<file path="src/logic/drs_regs.svh">
/*
 Timing figures for the refresh link between the two ends.
 Assumes a 250 MHz clock (4 ns period).
*/
`ifndef DRS_REGS_SVH
`define DRS_REGS_SVH

// ----------------------------------------------------------------
// Clock and timing figures
// ----------------------------------------------------------------
`define DRS_CLK_PS        4000
`define DRS_TREFI_NS      7800
`define DRS_TRFC_NS       160
`define DRS_TRP_NS        14
`define DRS_TXS_NS        170
`define DRS_TCKE_NS       5
`define DRS_TCKESR_NS     10
`define DRS_TCKSRE_NS     10
`define DRS_TCKSRX_NS     10
`define DRS_TXSDLL_NCK    512
`define DRS_TWRLV_NCK     512
`define DRS_ODT_LEAD_NCK  8
// Least times round up
`define DRS_CYC_UP(ns)    ((((ns) * 1000) + `DRS_CLK_PS - 1) / `DRS_CLK_PS)
// Longest times round down
`define DRS_CYC_DN(ns)    (((ns) * 1000) / `DRS_CLK_PS)
`define DRS_TREFI_CYC     `DRS_CYC_DN(`DRS_TREFI_NS)
`define DRS_TRFC_CYC      `DRS_CYC_UP(`DRS_TRFC_NS)
`define DRS_TRP_CYC       `DRS_CYC_UP(`DRS_TRP_NS)
`define DRS_TXS_CYC       `DRS_CYC_UP(`DRS_TXS_NS)
`define DRS_TCKE_CYC      `DRS_CYC_UP(`DRS_TCKE_NS)
`define DRS_TCKESR_CYC    `DRS_CYC_UP(`DRS_TCKESR_NS)
`define DRS_TCKSRE_CYC    `DRS_CYC_UP(`DRS_TCKSRE_NS)
`define DRS_TCKSRX_CYC    `DRS_CYC_UP(`DRS_TCKSRX_NS)

// ----------------------------------------------------------------
// Budget and field figures
// ----------------------------------------------------------------
`define DRS_MAX_DEFER     8
`define DRS_MAX_PULL      8
`define DRS_ROW_W         16
`define DRS_CNT_W         16
`define DRS_DLL_EN_BIT    0

`endif

</file>
<file path="src/logic/drs_pkg.sv">
/*
 Types shared by both ends of the refresh link.
 Assumes drs_regs.svh supplies all figures.
*/
package drs_pkg;
    // Command pattern {cs_n, ras_n, cas_n, we_n}
    typedef logic [3:0] drs_cmd_t;
    localparam drs_cmd_t DRS_CMD_NOP = 4'h7;
    localparam drs_cmd_t DRS_CMD_DES = 4'h8;
    localparam drs_cmd_t DRS_CMD_REF = 4'h1;

    typedef enum logic [2:0] {
        DRS_IDLE  = 3'b000,
        DRS_RFC   = 3'b001,
        DRS_SELF  = 3'b010,
        DRS_XS    = 3'b011,
        DRS_XSDLL = 3'b100
    } drs_state_t;

    function automatic logic drs_is_ref(input drs_cmd_t c, input logic cke);
        return (c == DRS_CMD_REF) && cke;
    endfunction

    function automatic logic drs_is_sre(input drs_cmd_t c, input logic cke);
        return (c == DRS_CMD_REF) && !cke;
    endfunction

    function automatic logic drs_is_idle_cmd(input drs_cmd_t c);
        return c[3] || (c == DRS_CMD_NOP);
    endfunction
endpackage

</file>
<file path="src/logic/drs_if.sv">
/*
 Command pins between the two ends.
 Assumes one clock; all pins one-way, so no enables.
*/
`timescale 1ns/1ps
interface drs_if;
    logic       cs_n;
    logic       ras_n;
    logic       cas_n;
    logic       we_n;
    logic       cke;
    logic       odt;
    logic       reset_n;

    modport ctrl (output cs_n, ras_n, cas_n, we_n, cke, odt, reset_n);
    modport mem  (input  cs_n, ras_n, cas_n, we_n, cke, odt, reset_n);
endinterface // drs_if

</file>
<file path="src/logic/drs_ctrl.sv">
/*
 Controller end: refresh budget and self-refresh waits.
 Assumes the user only requests refresh or self-refresh.
*/
// Contract
// [RULE_01] REF is CS RAS CAS low, WE high
// [RULE_02] All banks precharged tRP before REF
// [RULE_03] Memory uses internal rows, ends precharged
// [RULE_04] Only NOP/DES during tRFC after REF
// [RULE_05] At most 8 postponed, gap 9 tREFI
// [RULE_06] At most 8 pulled in for credit
// [RULE_07] At most 16 REF per 2 tREFI
// [RULE_08] Total postponed across self-refresh at most eight
// [RULE_09] Tally frozen during self-refresh
// [RULE_10] Entry is REF pattern with CKE low
// [RULE_11] Idle and ODT off before entry
// [RULE_12] Hold CKE low during self-refresh
// [RULE_13] DLL off in self-refresh, reset on exit
// [RULE_14] Memory ignores all but CKE, RESET
// [RULE_15] Wait 512 nCK before first write
// [RULE_16] Internal refresh starts within tCKE of entry
// [RULE_17] Stay in self-refresh at least tCKESR
// [RULE_18] Clock stop after tCKSRE, stable tCKSRX; ck_stop_ok can fall on the same edge that CKE rises
// [RULE_19] Exit is CKE high with NOP; tXS/tXSDLL
// [RULE_20] CKE high, ODT off through tXSDLL
// [RULE_21] Re-entry needs tXS then one REF
// [RULE_22] NOP/DES every edge during tXS
// [RULE_23] Signed tally within plus/minus eight
// [RULE_24] Extra REF after exit before re-entry
`timescale 1ns/1ps
`include "drs_regs.svh"
module drs_ctrl #(
    parameter int TREFI_CYC = `DRS_TREFI_CYC,
    parameter int TXSDLL    = `DRS_TXSDLL_NCK
) (
    // Clock and reset
    input  wire logic     clk,
    input  wire logic     rst,
    // Link
    drs_if.ctrl           link,
    // User requests
    input  wire logic     sr_req,
    input  wire logic     pull_req,
    // Status
    output logic          in_self,
    output logic          write_ok,
    output logic          dll_ok,
    output logic          ck_stop_ok,
    output logic signed [4:0] tally
);
    import drs_pkg::*;

    typedef enum logic [2:0] {
        DRS_C_IDLE  = 3'b000,
        DRS_C_RFC   = 3'b001,
        DRS_C_ODT   = 3'b010,
        DRS_C_SELF  = 3'b011,
        DRS_C_XS    = 3'b100,
        DRS_C_XSDLL = 3'b101
    } drs_cstate_t;

    drs_cstate_t state;
    logic [`DRS_CNT_W-1:0] wait_cnt;
    logic [`DRS_CNT_W-1:0] refi_cnt;
    logic [`DRS_CNT_W-1:0] win_cnt;
    logic [4:0]            win_refs;
    logic [`DRS_CNT_W-1:0] post_cnt;
    logic                  refi_tick;
    logic                  need_extra;
    logic                  issue_ref;
    logic                  must_ref;

    // ----------------------------------------------------------------
    // Refresh decision
    // ----------------------------------------------------------------
    assign refi_tick = (refi_cnt == '0) && (state != DRS_C_SELF);    // [RULE_09]
    assign must_ref  = (tally >= 5'sd`DRS_MAX_DEFER) || need_extra;  // [RULE_05]
    assign issue_ref = (state == DRS_C_IDLE) && (wait_cnt == '0)
                     && win_refs < 5'd16                             // [RULE_07]
                     && (must_ref || (tally > 5'sd0)
                        || (pull_req && tally > -5'sd`DRS_MAX_PULL)); // [RULE_06]

    always_ff @(posedge clk or posedge rst) begin
        if (rst) begin
            refi_cnt <= `DRS_CNT_W'(TREFI_CYC - 1);
        end else if (state != DRS_C_SELF) begin
            refi_cnt <= refi_tick ? `DRS_CNT_W'(TREFI_CYC - 1) : refi_cnt - `DRS_CNT_W'(1);
        end
    end

    // Signed tally: positive owed, negative pulled in
    always_ff @(posedge clk or posedge rst) begin
        if (rst) begin
            tally <= '0;
        end else if (refi_tick && !issue_ref) begin
            if (tally < 5'sd`DRS_MAX_DEFER) tally <= tally + 5'sd1;  // [RULE_23]
        end else if (issue_ref && !refi_tick) begin
            if (tally > -5'sd`DRS_MAX_PULL) tally <= tally - 5'sd1;  // [RULE_23]
        end
    end

    // Window of two intervals
    always_ff @(posedge clk or posedge rst) begin
        if (rst) begin
            win_cnt  <= '0;
            win_refs <= '0;
        end else if (win_cnt == `DRS_CNT_W'(2 * TREFI_CYC - 1)) begin
            win_cnt  <= '0;
            win_refs <= {4'h0, issue_ref};
        end else begin
            win_cnt  <= win_cnt + `DRS_CNT_W'(1);
            win_refs <= win_refs + {4'h0, issue_ref};
        end
    end

    // ----------------------------------------------------------------
    // Command sequencing
    // ----------------------------------------------------------------
    always_ff @(posedge clk or posedge rst) begin
        if (rst) begin
            state      <= DRS_C_IDLE;
            wait_cnt   <= `DRS_CNT_W'(`DRS_TRP_CYC);                 // [RULE_02]
            need_extra <= 1'b0;
            post_cnt   <= '0;
        end else begin
            if (wait_cnt != '0) wait_cnt <= wait_cnt - `DRS_CNT_W'(1);
            if (post_cnt != '0) post_cnt <= post_cnt - `DRS_CNT_W'(1);
            unique case (state)
                DRS_C_IDLE: begin
                    if (issue_ref) begin
                        state      <= DRS_C_RFC;
                        wait_cnt   <= `DRS_CNT_W'(`DRS_TRFC_CYC);    // [RULE_04]
                        need_extra <= 1'b0;                          // [RULE_24]
                    end else if (sr_req && wait_cnt == '0 && !need_extra) begin // [RULE_21]
                        state    <= DRS_C_ODT;                       // [RULE_11]
                        wait_cnt <= `DRS_CNT_W'(`DRS_ODT_LEAD_NCK);
                    end
                end
                DRS_C_RFC: if (wait_cnt == `DRS_CNT_W'(1)) state <= DRS_C_IDLE;
                DRS_C_ODT: begin
                    if (wait_cnt == `DRS_CNT_W'(1)) begin
                        state    <= DRS_C_SELF;                      // [RULE_08]
                        wait_cnt <= `DRS_CNT_W'(`DRS_TCKESR_CYC + `DRS_TCKSRX_CYC);
                    end
                end
                DRS_C_SELF: begin
                    if (!sr_req && wait_cnt == '0) begin             // [RULE_17]
                        state      <= DRS_C_XS;
                        wait_cnt   <= `DRS_CNT_W'(`DRS_TXS_CYC);     // [RULE_19]
                        post_cnt   <= `DRS_CNT_W'(`DRS_TWRLV_NCK);   // [RULE_15]
                        need_extra <= 1'b1;                          // [RULE_24]
                    end
                end
                DRS_C_XS: begin
                    if (wait_cnt == `DRS_CNT_W'(1)) begin
                        state    <= DRS_C_XSDLL;
                        wait_cnt <= `DRS_CNT_W'(TXSDLL - `DRS_TXS_CYC);
                    end
                end
                DRS_C_XSDLL: if (wait_cnt == `DRS_CNT_W'(1)) state <= DRS_C_IDLE; // [RULE_20]
                default: state <= DRS_C_IDLE;
            endcase
        end
    end

    // ----------------------------------------------------------------
    // Pins, all registered
    // ----------------------------------------------------------------
    always_ff @(posedge clk or posedge rst) begin
        if (rst) begin
            {link.cs_n, link.ras_n, link.cas_n, link.we_n} <= DRS_CMD_NOP;
            link.cke     <= 1'b1;
            link.odt     <= 1'b0;
            link.reset_n <= 1'b1;
        end else begin
            link.odt     <= 1'b0;                                    // [RULE_11]
            link.reset_n <= 1'b1;
            if (state == DRS_C_IDLE && issue_ref) begin
                {link.cs_n, link.ras_n, link.cas_n, link.we_n} <= DRS_CMD_REF; // [RULE_01]
                link.cke <= 1'b1;
            end else if (state == DRS_C_ODT && wait_cnt == `DRS_CNT_W'(1)) begin
                {link.cs_n, link.ras_n, link.cas_n, link.we_n} <= DRS_CMD_REF; // [RULE_10]
                link.cke <= 1'b0;
            end else if (state == DRS_C_SELF) begin
                {link.cs_n, link.ras_n, link.cas_n, link.we_n} <= DRS_CMD_NOP;
                link.cke <= (!sr_req && wait_cnt == '0);             // [RULE_12]
            end else begin
                // NOP keeps tRFC and tXS quiet
                {link.cs_n, link.ras_n, link.cas_n, link.we_n} <= DRS_CMD_NOP; // [RULE_22]
                link.cke <= 1'b1;                                    // [RULE_20]
            end
        end
    end

    // ----------------------------------------------------------------
    // Status
    // ----------------------------------------------------------------
    always_ff @(posedge clk or posedge rst) begin
        if (rst) begin
            in_self    <= 1'b0;
            write_ok   <= 1'b1;
            dll_ok     <= 1'b1;
            ck_stop_ok <= 1'b0;
        end else begin
            in_self    <= (state == DRS_C_SELF);
            write_ok   <= (post_cnt == '0) && state != DRS_C_SELF;   // [RULE_15]
            dll_ok     <= (state == DRS_C_IDLE || state == DRS_C_RFC); // [RULE_19]
            // Window closes with sr_req; CKE can rise on that same edge, so no tCKSRX margin
            ck_stop_ok <= (state == DRS_C_SELF) && sr_req
                        && wait_cnt <= `DRS_CNT_W'(`DRS_TCKSRX_CYC); // [RULE_18]
        end
    end
endmodule // drs_ctrl

</file>
<file path="src/flat_wrapper.sv">
// flat-port wrapper written by rule: the top's interface ports become plain ports
module drs_ctrl_flat import drs_pkg::*;
#(
    parameter int TREFI_CYC = `DRS_TREFI_CYC,
    parameter int TXSDLL    = `DRS_TXSDLL_NCK
)
  (clk, rst, sr_req, pull_req, in_self, write_ok, dll_ok, ck_stop_ok, tally, link_cs_n, link_ras_n, link_cas_n, link_we_n, link_cke, link_odt, link_reset_n);
  drs_if link_i ();
  input  wire logic clk;
  input  wire logic rst;
  input  wire logic sr_req;
  input  wire logic pull_req;
  output logic in_self;
  output logic write_ok;
  output logic dll_ok;
  output logic ck_stop_ok;
  output logic signed [4:0] tally;
  output wire logic [$bits(link_i.cs_n)-1:0] link_cs_n;
  output wire logic [$bits(link_i.ras_n)-1:0] link_ras_n;
  output wire logic [$bits(link_i.cas_n)-1:0] link_cas_n;
  output wire logic [$bits(link_i.we_n)-1:0] link_we_n;
  output wire logic [$bits(link_i.cke)-1:0] link_cke;
  output wire logic [$bits(link_i.odt)-1:0] link_odt;
  output wire logic [$bits(link_i.reset_n)-1:0] link_reset_n;
  assign link_cs_n = link_i.cs_n;
  assign link_ras_n = link_i.ras_n;
  assign link_cas_n = link_i.cas_n;
  assign link_we_n = link_i.we_n;
  assign link_cke = link_i.cke;
  assign link_odt = link_i.odt;
  assign link_reset_n = link_i.reset_n;
  drs_ctrl #(.TREFI_CYC(TREFI_CYC), .TXSDLL(TXSDLL)) u_core (.clk(clk), .rst(rst), .link(link_i), .sr_req(sr_req), .pull_req(pull_req), .in_self(in_self), .write_ok(write_ok), .dll_ok(dll_ok), .ck_stop_ok(ck_stop_ok), .tally(tally));
endmodule
</file>
<file path="config.mk">
export PLATFORM = sky130hd
export DESIGN_NAME = drs_ctrl_flat
export DESIGN_NICKNAME = d
export VERILOG_FILES = /design/src/logic/drs_pkg.sv /design/src/logic/drs_if.sv /design/src/logic/drs_ctrl.sv /design/src/flat_wrapper.sv
export VERILOG_INCLUDE_DIRS = /design/src /design/src/logic
export SDC_FILE = /design/constraint.sdc
export NUM_CORES = 1
export LEC_CHECK = 0
export ABC_AREA = 1
export BUFFER_PORTS_ARGS = -buffer_cell sky130_fd_sc_hd__buf_4
export CORE_ASPECT_RATIO = 1.2
export CORE_MARGIN = 8
export CORE_UTILIZATION = 35
export DETAILED_ROUTE_END_ITERATION = 10
export GPL_ROUTABILITY_DRIVEN = 1
export PLACE_DENSITY_LB_ADDON = 0.15
export SETUP_SLACK_MARGIN = 0.4
export SLEW_MARGIN = 0
export SYNTH_ARGS = -nofsm -noshare
export SYNTH_HDL_FRONTEND = slang
export SYNTH_SLANG_ARGS = --single-unit
</file>
<file path="constraint.sdc">
create_clock -name clk -period 4.8 [get_ports clk]
set_input_delay 0.24 -clock clk [delete_from_list [all_inputs] [get_ports clk]]
set_output_delay 0.24 -clock clk [all_outputs]
set_load 0.02 [all_outputs]
</file>
Word level (Yosys, flattened, before mapping)
Index checks and enable logic that the tools add are counted.
{"block": "classes", "div_mod_pow": 0, "bitwise_logic": 0, "muxes": 32, "n_mul": 0, "reduce_logical": 36, "n_lt_le_gt_ge": 6, "add_sub_neg": 7, "shift": 0, "n_eq_ne": 15}
{"cell": "$mux 16", "n": 11}
{"cell": "$pmux 16 s4", "n": 1}
{"cell": "$logic_not 16->1", "n": 3}
{"cell": "$sub 16x1->16 const B", "n": 3}
{"cell": "$reduce_bool 16->1", "n": 2}
{"cell": "$mux 5", "n": 5}
{"cell": "$mux 3", "n": 6}
{"cell": "$add 16x1->16 const B", "n": 1}
{"cell": "$eq 16x1->1 const B", "n": 1}
{"cell": "$eq 16x12->1 const B", "n": 1}
{"cell": "$le 16x2->1 const B", "n": 1}
{"cell": "$logic_and 1x1->1", "n": 15}
{"cell": "$pmux 3 s5", "n": 1}
{"cell": "$lt 5x5->1 const B", "n": 2}
{"cell": "$ne 2x1->1 const B", "n": 5}
{"cell": "$mux 1", "n": 7}
{"cell": "$eq 3x2->1 const B", "n": 2}
{"cell": "$eq 3x3->1 const B", "n": 2}
{"cell": "$reduce_and 3->1", "n": 2}
{"cell": "$reduce_bool 2->1", "n": 3}
{"cell": "$add 5x1->5", "n": 1}
{"cell": "$add 5x2->5 const B", "n": 1}
{"cell": "$ge 5x5->1 const B", "n": 1}
{"cell": "$gt 5x1->1 const B", "n": 1}
{"cell": "12 further kinds", "n": 18}
{"block": "word_totals", "latch_bits": 0, "out_inout_bits": 16, "inputBits": 4, "mem_bits_rw": 0, "romBits": 0, "memories": 0, "register_bits": 84}

Depth between registers and ports, before layout
{"block": "logic_depth", "word_depth": 9, "depth_mapped": 15, "ltp_nobuf": 14}

Least setup slack after synthesis
No wires, ideal clock.
{"block": "synth_timing", "kind": "reg-to-reg", "startpoint": "register u_core.wait_cnt[0]", "endpoint": "register u_core.tally[4]", "stages_incl_launch_ff": 14, "path_buffers": 0, "path_slack_ns": 2.308, "t_arrival_ns": 2.412, "cell_sequence": "dfrtp_1 -> inv_1 -> ha_1 -> nand4_1 -> nor2_4 -> nand3_4 -> ha_1 -> inv_1 -> ha_1 -> a21oi_1 -> nand2_1 -> xor2_1 -> nor2_1 -> xor2_1"}
{"block": "synth_between", "elab_chain_len": 8, "word_cells_on_any_way": 12, "cone_classes": "1 x eq/ne; 1 x mux; 10 x reduce/logical"}
{"element": "start: declaration", "line_no": "drs_ctrl.sv:63", "text": "logic [`DRS_CNT_W-1:0] wait_cnt;"}
{"element": "start signal: assignment", "line_no": "drs_ctrl.sv:122", "text": "wait_cnt <= `DRS_CNT_W'(`DRS_TRP_CYC);"}
{"element": "start signal: assignment", "line_no": "drs_ctrl.sv:126", "text": "if (wait_cnt != '0) wait_cnt <= wait_cnt - `DRS_CNT_W'(1);"}
{"element": "start signal: assignment", "line_no": "drs_ctrl.sv:132", "text": "wait_cnt <= `DRS_CNT_W'(`DRS_TRFC_CYC);"}
{"element": "$logic_not 16->1 *", "line_no": "drs_ctrl.sv:78", "text": "assign issue_ref = (state == DRS_C_IDLE) && (wait_cnt == '0)"}
{"element": "$logic_and 1x1->1 *", "line_no": "drs_ctrl.sv:78"}
{"element": "$logic_and 1x1->1 *", "line_no": "drs_ctrl.sv:79", "text": "&& win_refs < 5'd16"}
{"element": "$logic_and 1x1->1 *", "line_no": "drs_ctrl.sv:78"}
{"element": "$logic_not 1->1", "line_no": "drs_ctrl.sv:95", "text": "end else if (refi_tick && !issue_ref) begin"}
{"element": "$logic_and 1x1->1", "line_no": "drs_ctrl.sv:95"}
{"element": "$ne 2x2->1 (no source line) / $reduce_bool 2->1 (equally long branches)"}
{"element": "$reduce_and 3->1 (no source line)"}
{"element": "end signal: assignment", "line_no": "drs_ctrl.sv:96", "text": "if (tally < 5'sd`DRS_MAX_DEFER) tally <= tally + 5'sd1;"}
{"element": "end signal: assignment", "line_no": "drs_ctrl.sv:98", "text": "if (tally > -5'sd`DRS_MAX_PULL) tally <= tally - 5'sd1;"}
{"element": "end: declaration", "line_no": "drs_ctrl.sv:49", "text": "output logic signed [4:0] tally"}
Every way passes the cells marked *; elsewhere a longest branch is shown, timed or not.
A chain may end at the register's enable or synchronous reset.

Worst setup path in the final report
Ends and elaborated chain as after synthesis.

==> reports/metrics.csv <==
stage,metric,value,unit
run_status,status,completed,
clocking,post-CTS sizing,0,
timing,Tcrit/Tclk final,0.581,
synth,post-synthesis sequential area ratio,0.434,
synth,Yosys cell types,44,
clocking,CTS max path bufs,2,
layout,Final nets,663,
synth,Mapped Area,4880,um2
floorplan,die width,124,um
setup_path,WP data required,5.07,ns
floorplan,Die ar.,18000,um2
power,leakage,0.00270,uW
setup_path,CP dominant cell by count,ha_1,
place,placed cell areas,5150,um2
timing,Pins Over Slew Limit,0,
synth,Async SR Flop Fraction,1.00,
worst_hold_path,Hold Path Class,in2async,
detailed_routing,drt via density,4.79,
global_routing,first-pass GRT wire length,18900,um
power,PD cells,272,nW/um2
floorplan,io pins,20,
setup_path,crit path max fanout,10,
global_routing,gr usage total,0.131,
clocking,CTS tree,yes,
setup_path,"reg-to-reg slack, setup",2.01,ns
floorplan,# rows,47,
layout,Inserted Diodes,0,
place,gpl congestion,0.879,
setup_path,critical path cell sequence,inv_1 > ha_1 > nand4_1 > nor2_4 > nand3_4 > ha_1 > inv_1 > ha_1 > a21oi_1 > nand2_1 > xor2_1 > nor2_1 > xor2_1,
clocking,CTS buffer count,9,
power,total power,1490,uW
global_routing,largest net degree at the start of global routing,54,
setup_path,CP startpoint kind,flop,
layout,Finished Core Util,0.400,
floorplan,die extent in y,145,um
setup_path,crit end category,flop,
synth,Mean Syn Cell Area,7.80,um2
synth,top cell type by total area after synthesis,dfrtp_1,
place,dpl ws,2.02,ns
flow_run,Max Cap Violations,0,
detailed_routing,1st-pass router iterations,4,
detailed_routing,Routed WL,10700,um
synth,cell count after synthesis,626,
detailed_routing,wire per inst,13.0,um
clocking,root buf cell,clkbuf_16,
global_routing,initial antenna violation count,0,
setup_path,worst path bufs/invs,2,
floorplan,core footprint,13700,um2
layout,sequential cell area,2120,um2
clocking,Sink Count,84,
layout,"Design Area, Final",5480,um2
detailed_routing,DRC errors left,0,
synth,Synth warnings,0,
clocking,hold buffers post-CTS,0,
timing,Final Critical Period,2.79,ns
timing,RSZ-0062 raised after global routing,false,
clocking,Worst-Skew Late Latency,0.35,ns
synth,Synth Register Bits,84,
clocking,clock-pin slew on the worst setup and hold paths,0.06,ns
timing,Peak Freq,0.359,GHz
layout,multi-input combinational cell area,2340,um2
detailed_routing,detailed-route via count,3929,
timing,final setup violation count,0,
setup_path,crit-path max cell delay,0.41,ns
setup_path,"delay-heaviest family, CP",adder cells,
place,port bufs,15,
timing,Final WS setup,2.01,ns
global_routing,vias in the first global route,4024,
detailed_routing,Initial DRC Count,187,
clocking,# Post-CTS Setup Buffers,0,
clocking,Max H-tree Level,3,
synth,Synth Flop Type,dfrtp_1,
layout,fillers,1417,
place,post-detail-place hpwl,8060,um
timing,clk_skew,0.00552,ns
synth,number of flops mapped to enable cells by yosys,0,
synth,top post-synthesis cells by count,"115 x nand2_1, 105 x nor2_1, 91 x inv_1",
floorplan,Starting Density,0.356,
timing,Final Hold Viols,0,
timing,Fin Setup TNS,0,ns
synth,post-synth top area share,0.364,
global_routing,total gr overflow,0,
setup_path,crit path kind,reg2reg,
setup_path,critical-path cell with the highest stage delay,dfrtp_1,
detailed_routing,ANT nets after route,0,
synth,most frequent cell after synthesis,nand2_1,
timing,Slew @ Worst Pin,0.934,ns
synth,most area-consuming cells after synthesis,"dfrtp_1 36%, nand2_1 8.8%, nor2_1 8.1%",
layout,area grow syn2layout,12.2,%
timing,Slew HR,0.378,
power,VDD IR max,176,uV
layout,fraction of layout cells with a size suffix above 1,0.120,
setup_path,"Arr. time, crit path",3.06,ns
[worst paths after layout]
check,start,endpoint,depth (start not counted)
worst max-delay path,u_core.wait_cnt[0],u_core.tally[4],13
worst min-delay path,rst,u_core.win_refs[1],2
worst max register to register,u_core.wait_cnt[0],u_core.tally[4],13
worst min register to register,u_core.state[2],u_core.dll_ok,1
max in group asynchronous,rst,u_core.refi_cnt[10],3
min in group clk,sr_req,u_core.ck_stop_ok,3
[cell usage in the layout (no fill, tap or decap), drive strengths merged, types with 2 or more instances in the layout]
cell type and count:
nor3 21, o21ai 19, bufinv 2, clkinv 5, clkbuf 10, nor2 118
buf 16, and3 2, dfstp 13, a21oi 19, dfrtp 71, conb 4
nand4 15, o211ai 2, a31oi 3, nor4 8, nand3 45, xnor2 14
nand2 120, ha 13, xor2 19, a211oi 2, or2 3, inv 94
nand3b 3
[through the flow]
step	cells	hold slack (ns)
after floorplan	628	0.433
after CTS	821	0.107
after global placement	805	0.447
after detailed placement	805	0.464
final	821	0.0648
after global routing	821	0.157
[report_power, final]
| part | switching (uW) | internal, uW |
|---|---|---|
| registers | 0 | 709 |
| clock network | 291 | 470 |
| logic | 17.8 | 2.46 |
[kinds of logic after synthesis]
| family | count (synthesis) | share of synthesized area |
|---|---|---|
| compound gates | 49 | 0.0561 |
| xor+xnor | 33 | 0.0592 |
| fa+ha+maj | 14 | 0.0374 |
| buf+inv | 105 | 0.0882 |
| flops | 84 | 0.434 |
| mux | 1 | 0.00231 |
| other cells | 2 | 0.00154 |
| simple gates | 338 | 0.321 |
[state kept, by name, indices dropped and copies added, names as in the netlist]
name / cells
u_core.post_cnt: 16
u_core.refi_cnt: 16
u_core.wait_cnt: 16
u_core.win_cnt: 16
u_core.tally: 5
u_core.win_refs: 5
u_core.state: 3
u_core.ck_stop_ok: 1
u_core.dll_ok: 1
u_core.in_self: 1
u_core.link.cke: 1
u_core.link.ras_n: 1
u_core.need_extra: 1
u_core.write_ok: 1
[metal layers]
| metal | vias up | track usage | routed length, um |
|---|---|---|---|
| li1 | 2021 | - | - |
| met3 | 12 | 0.0248 | 315 |
| met5 | - | 0 | 0 |
| met1 | 1856 | 0.154 | 4810 |
| met4 | 0 | 0.0622 | 217 |
| met2 | 40 | 0.220 | 5330 |
[cell type report]
cell class / count / area share
multi-input combinational: 439 / 0.427
clock buffer: 10 / 0.0436
tap: 171 / 0.0391
sequential: 84 / 0.387
inverter: 95 / 0.0653
clock inverter: 6 / 0.0160
timing repair buffer: 16 / 0.0219
Power figures use the tool's default switching activity.
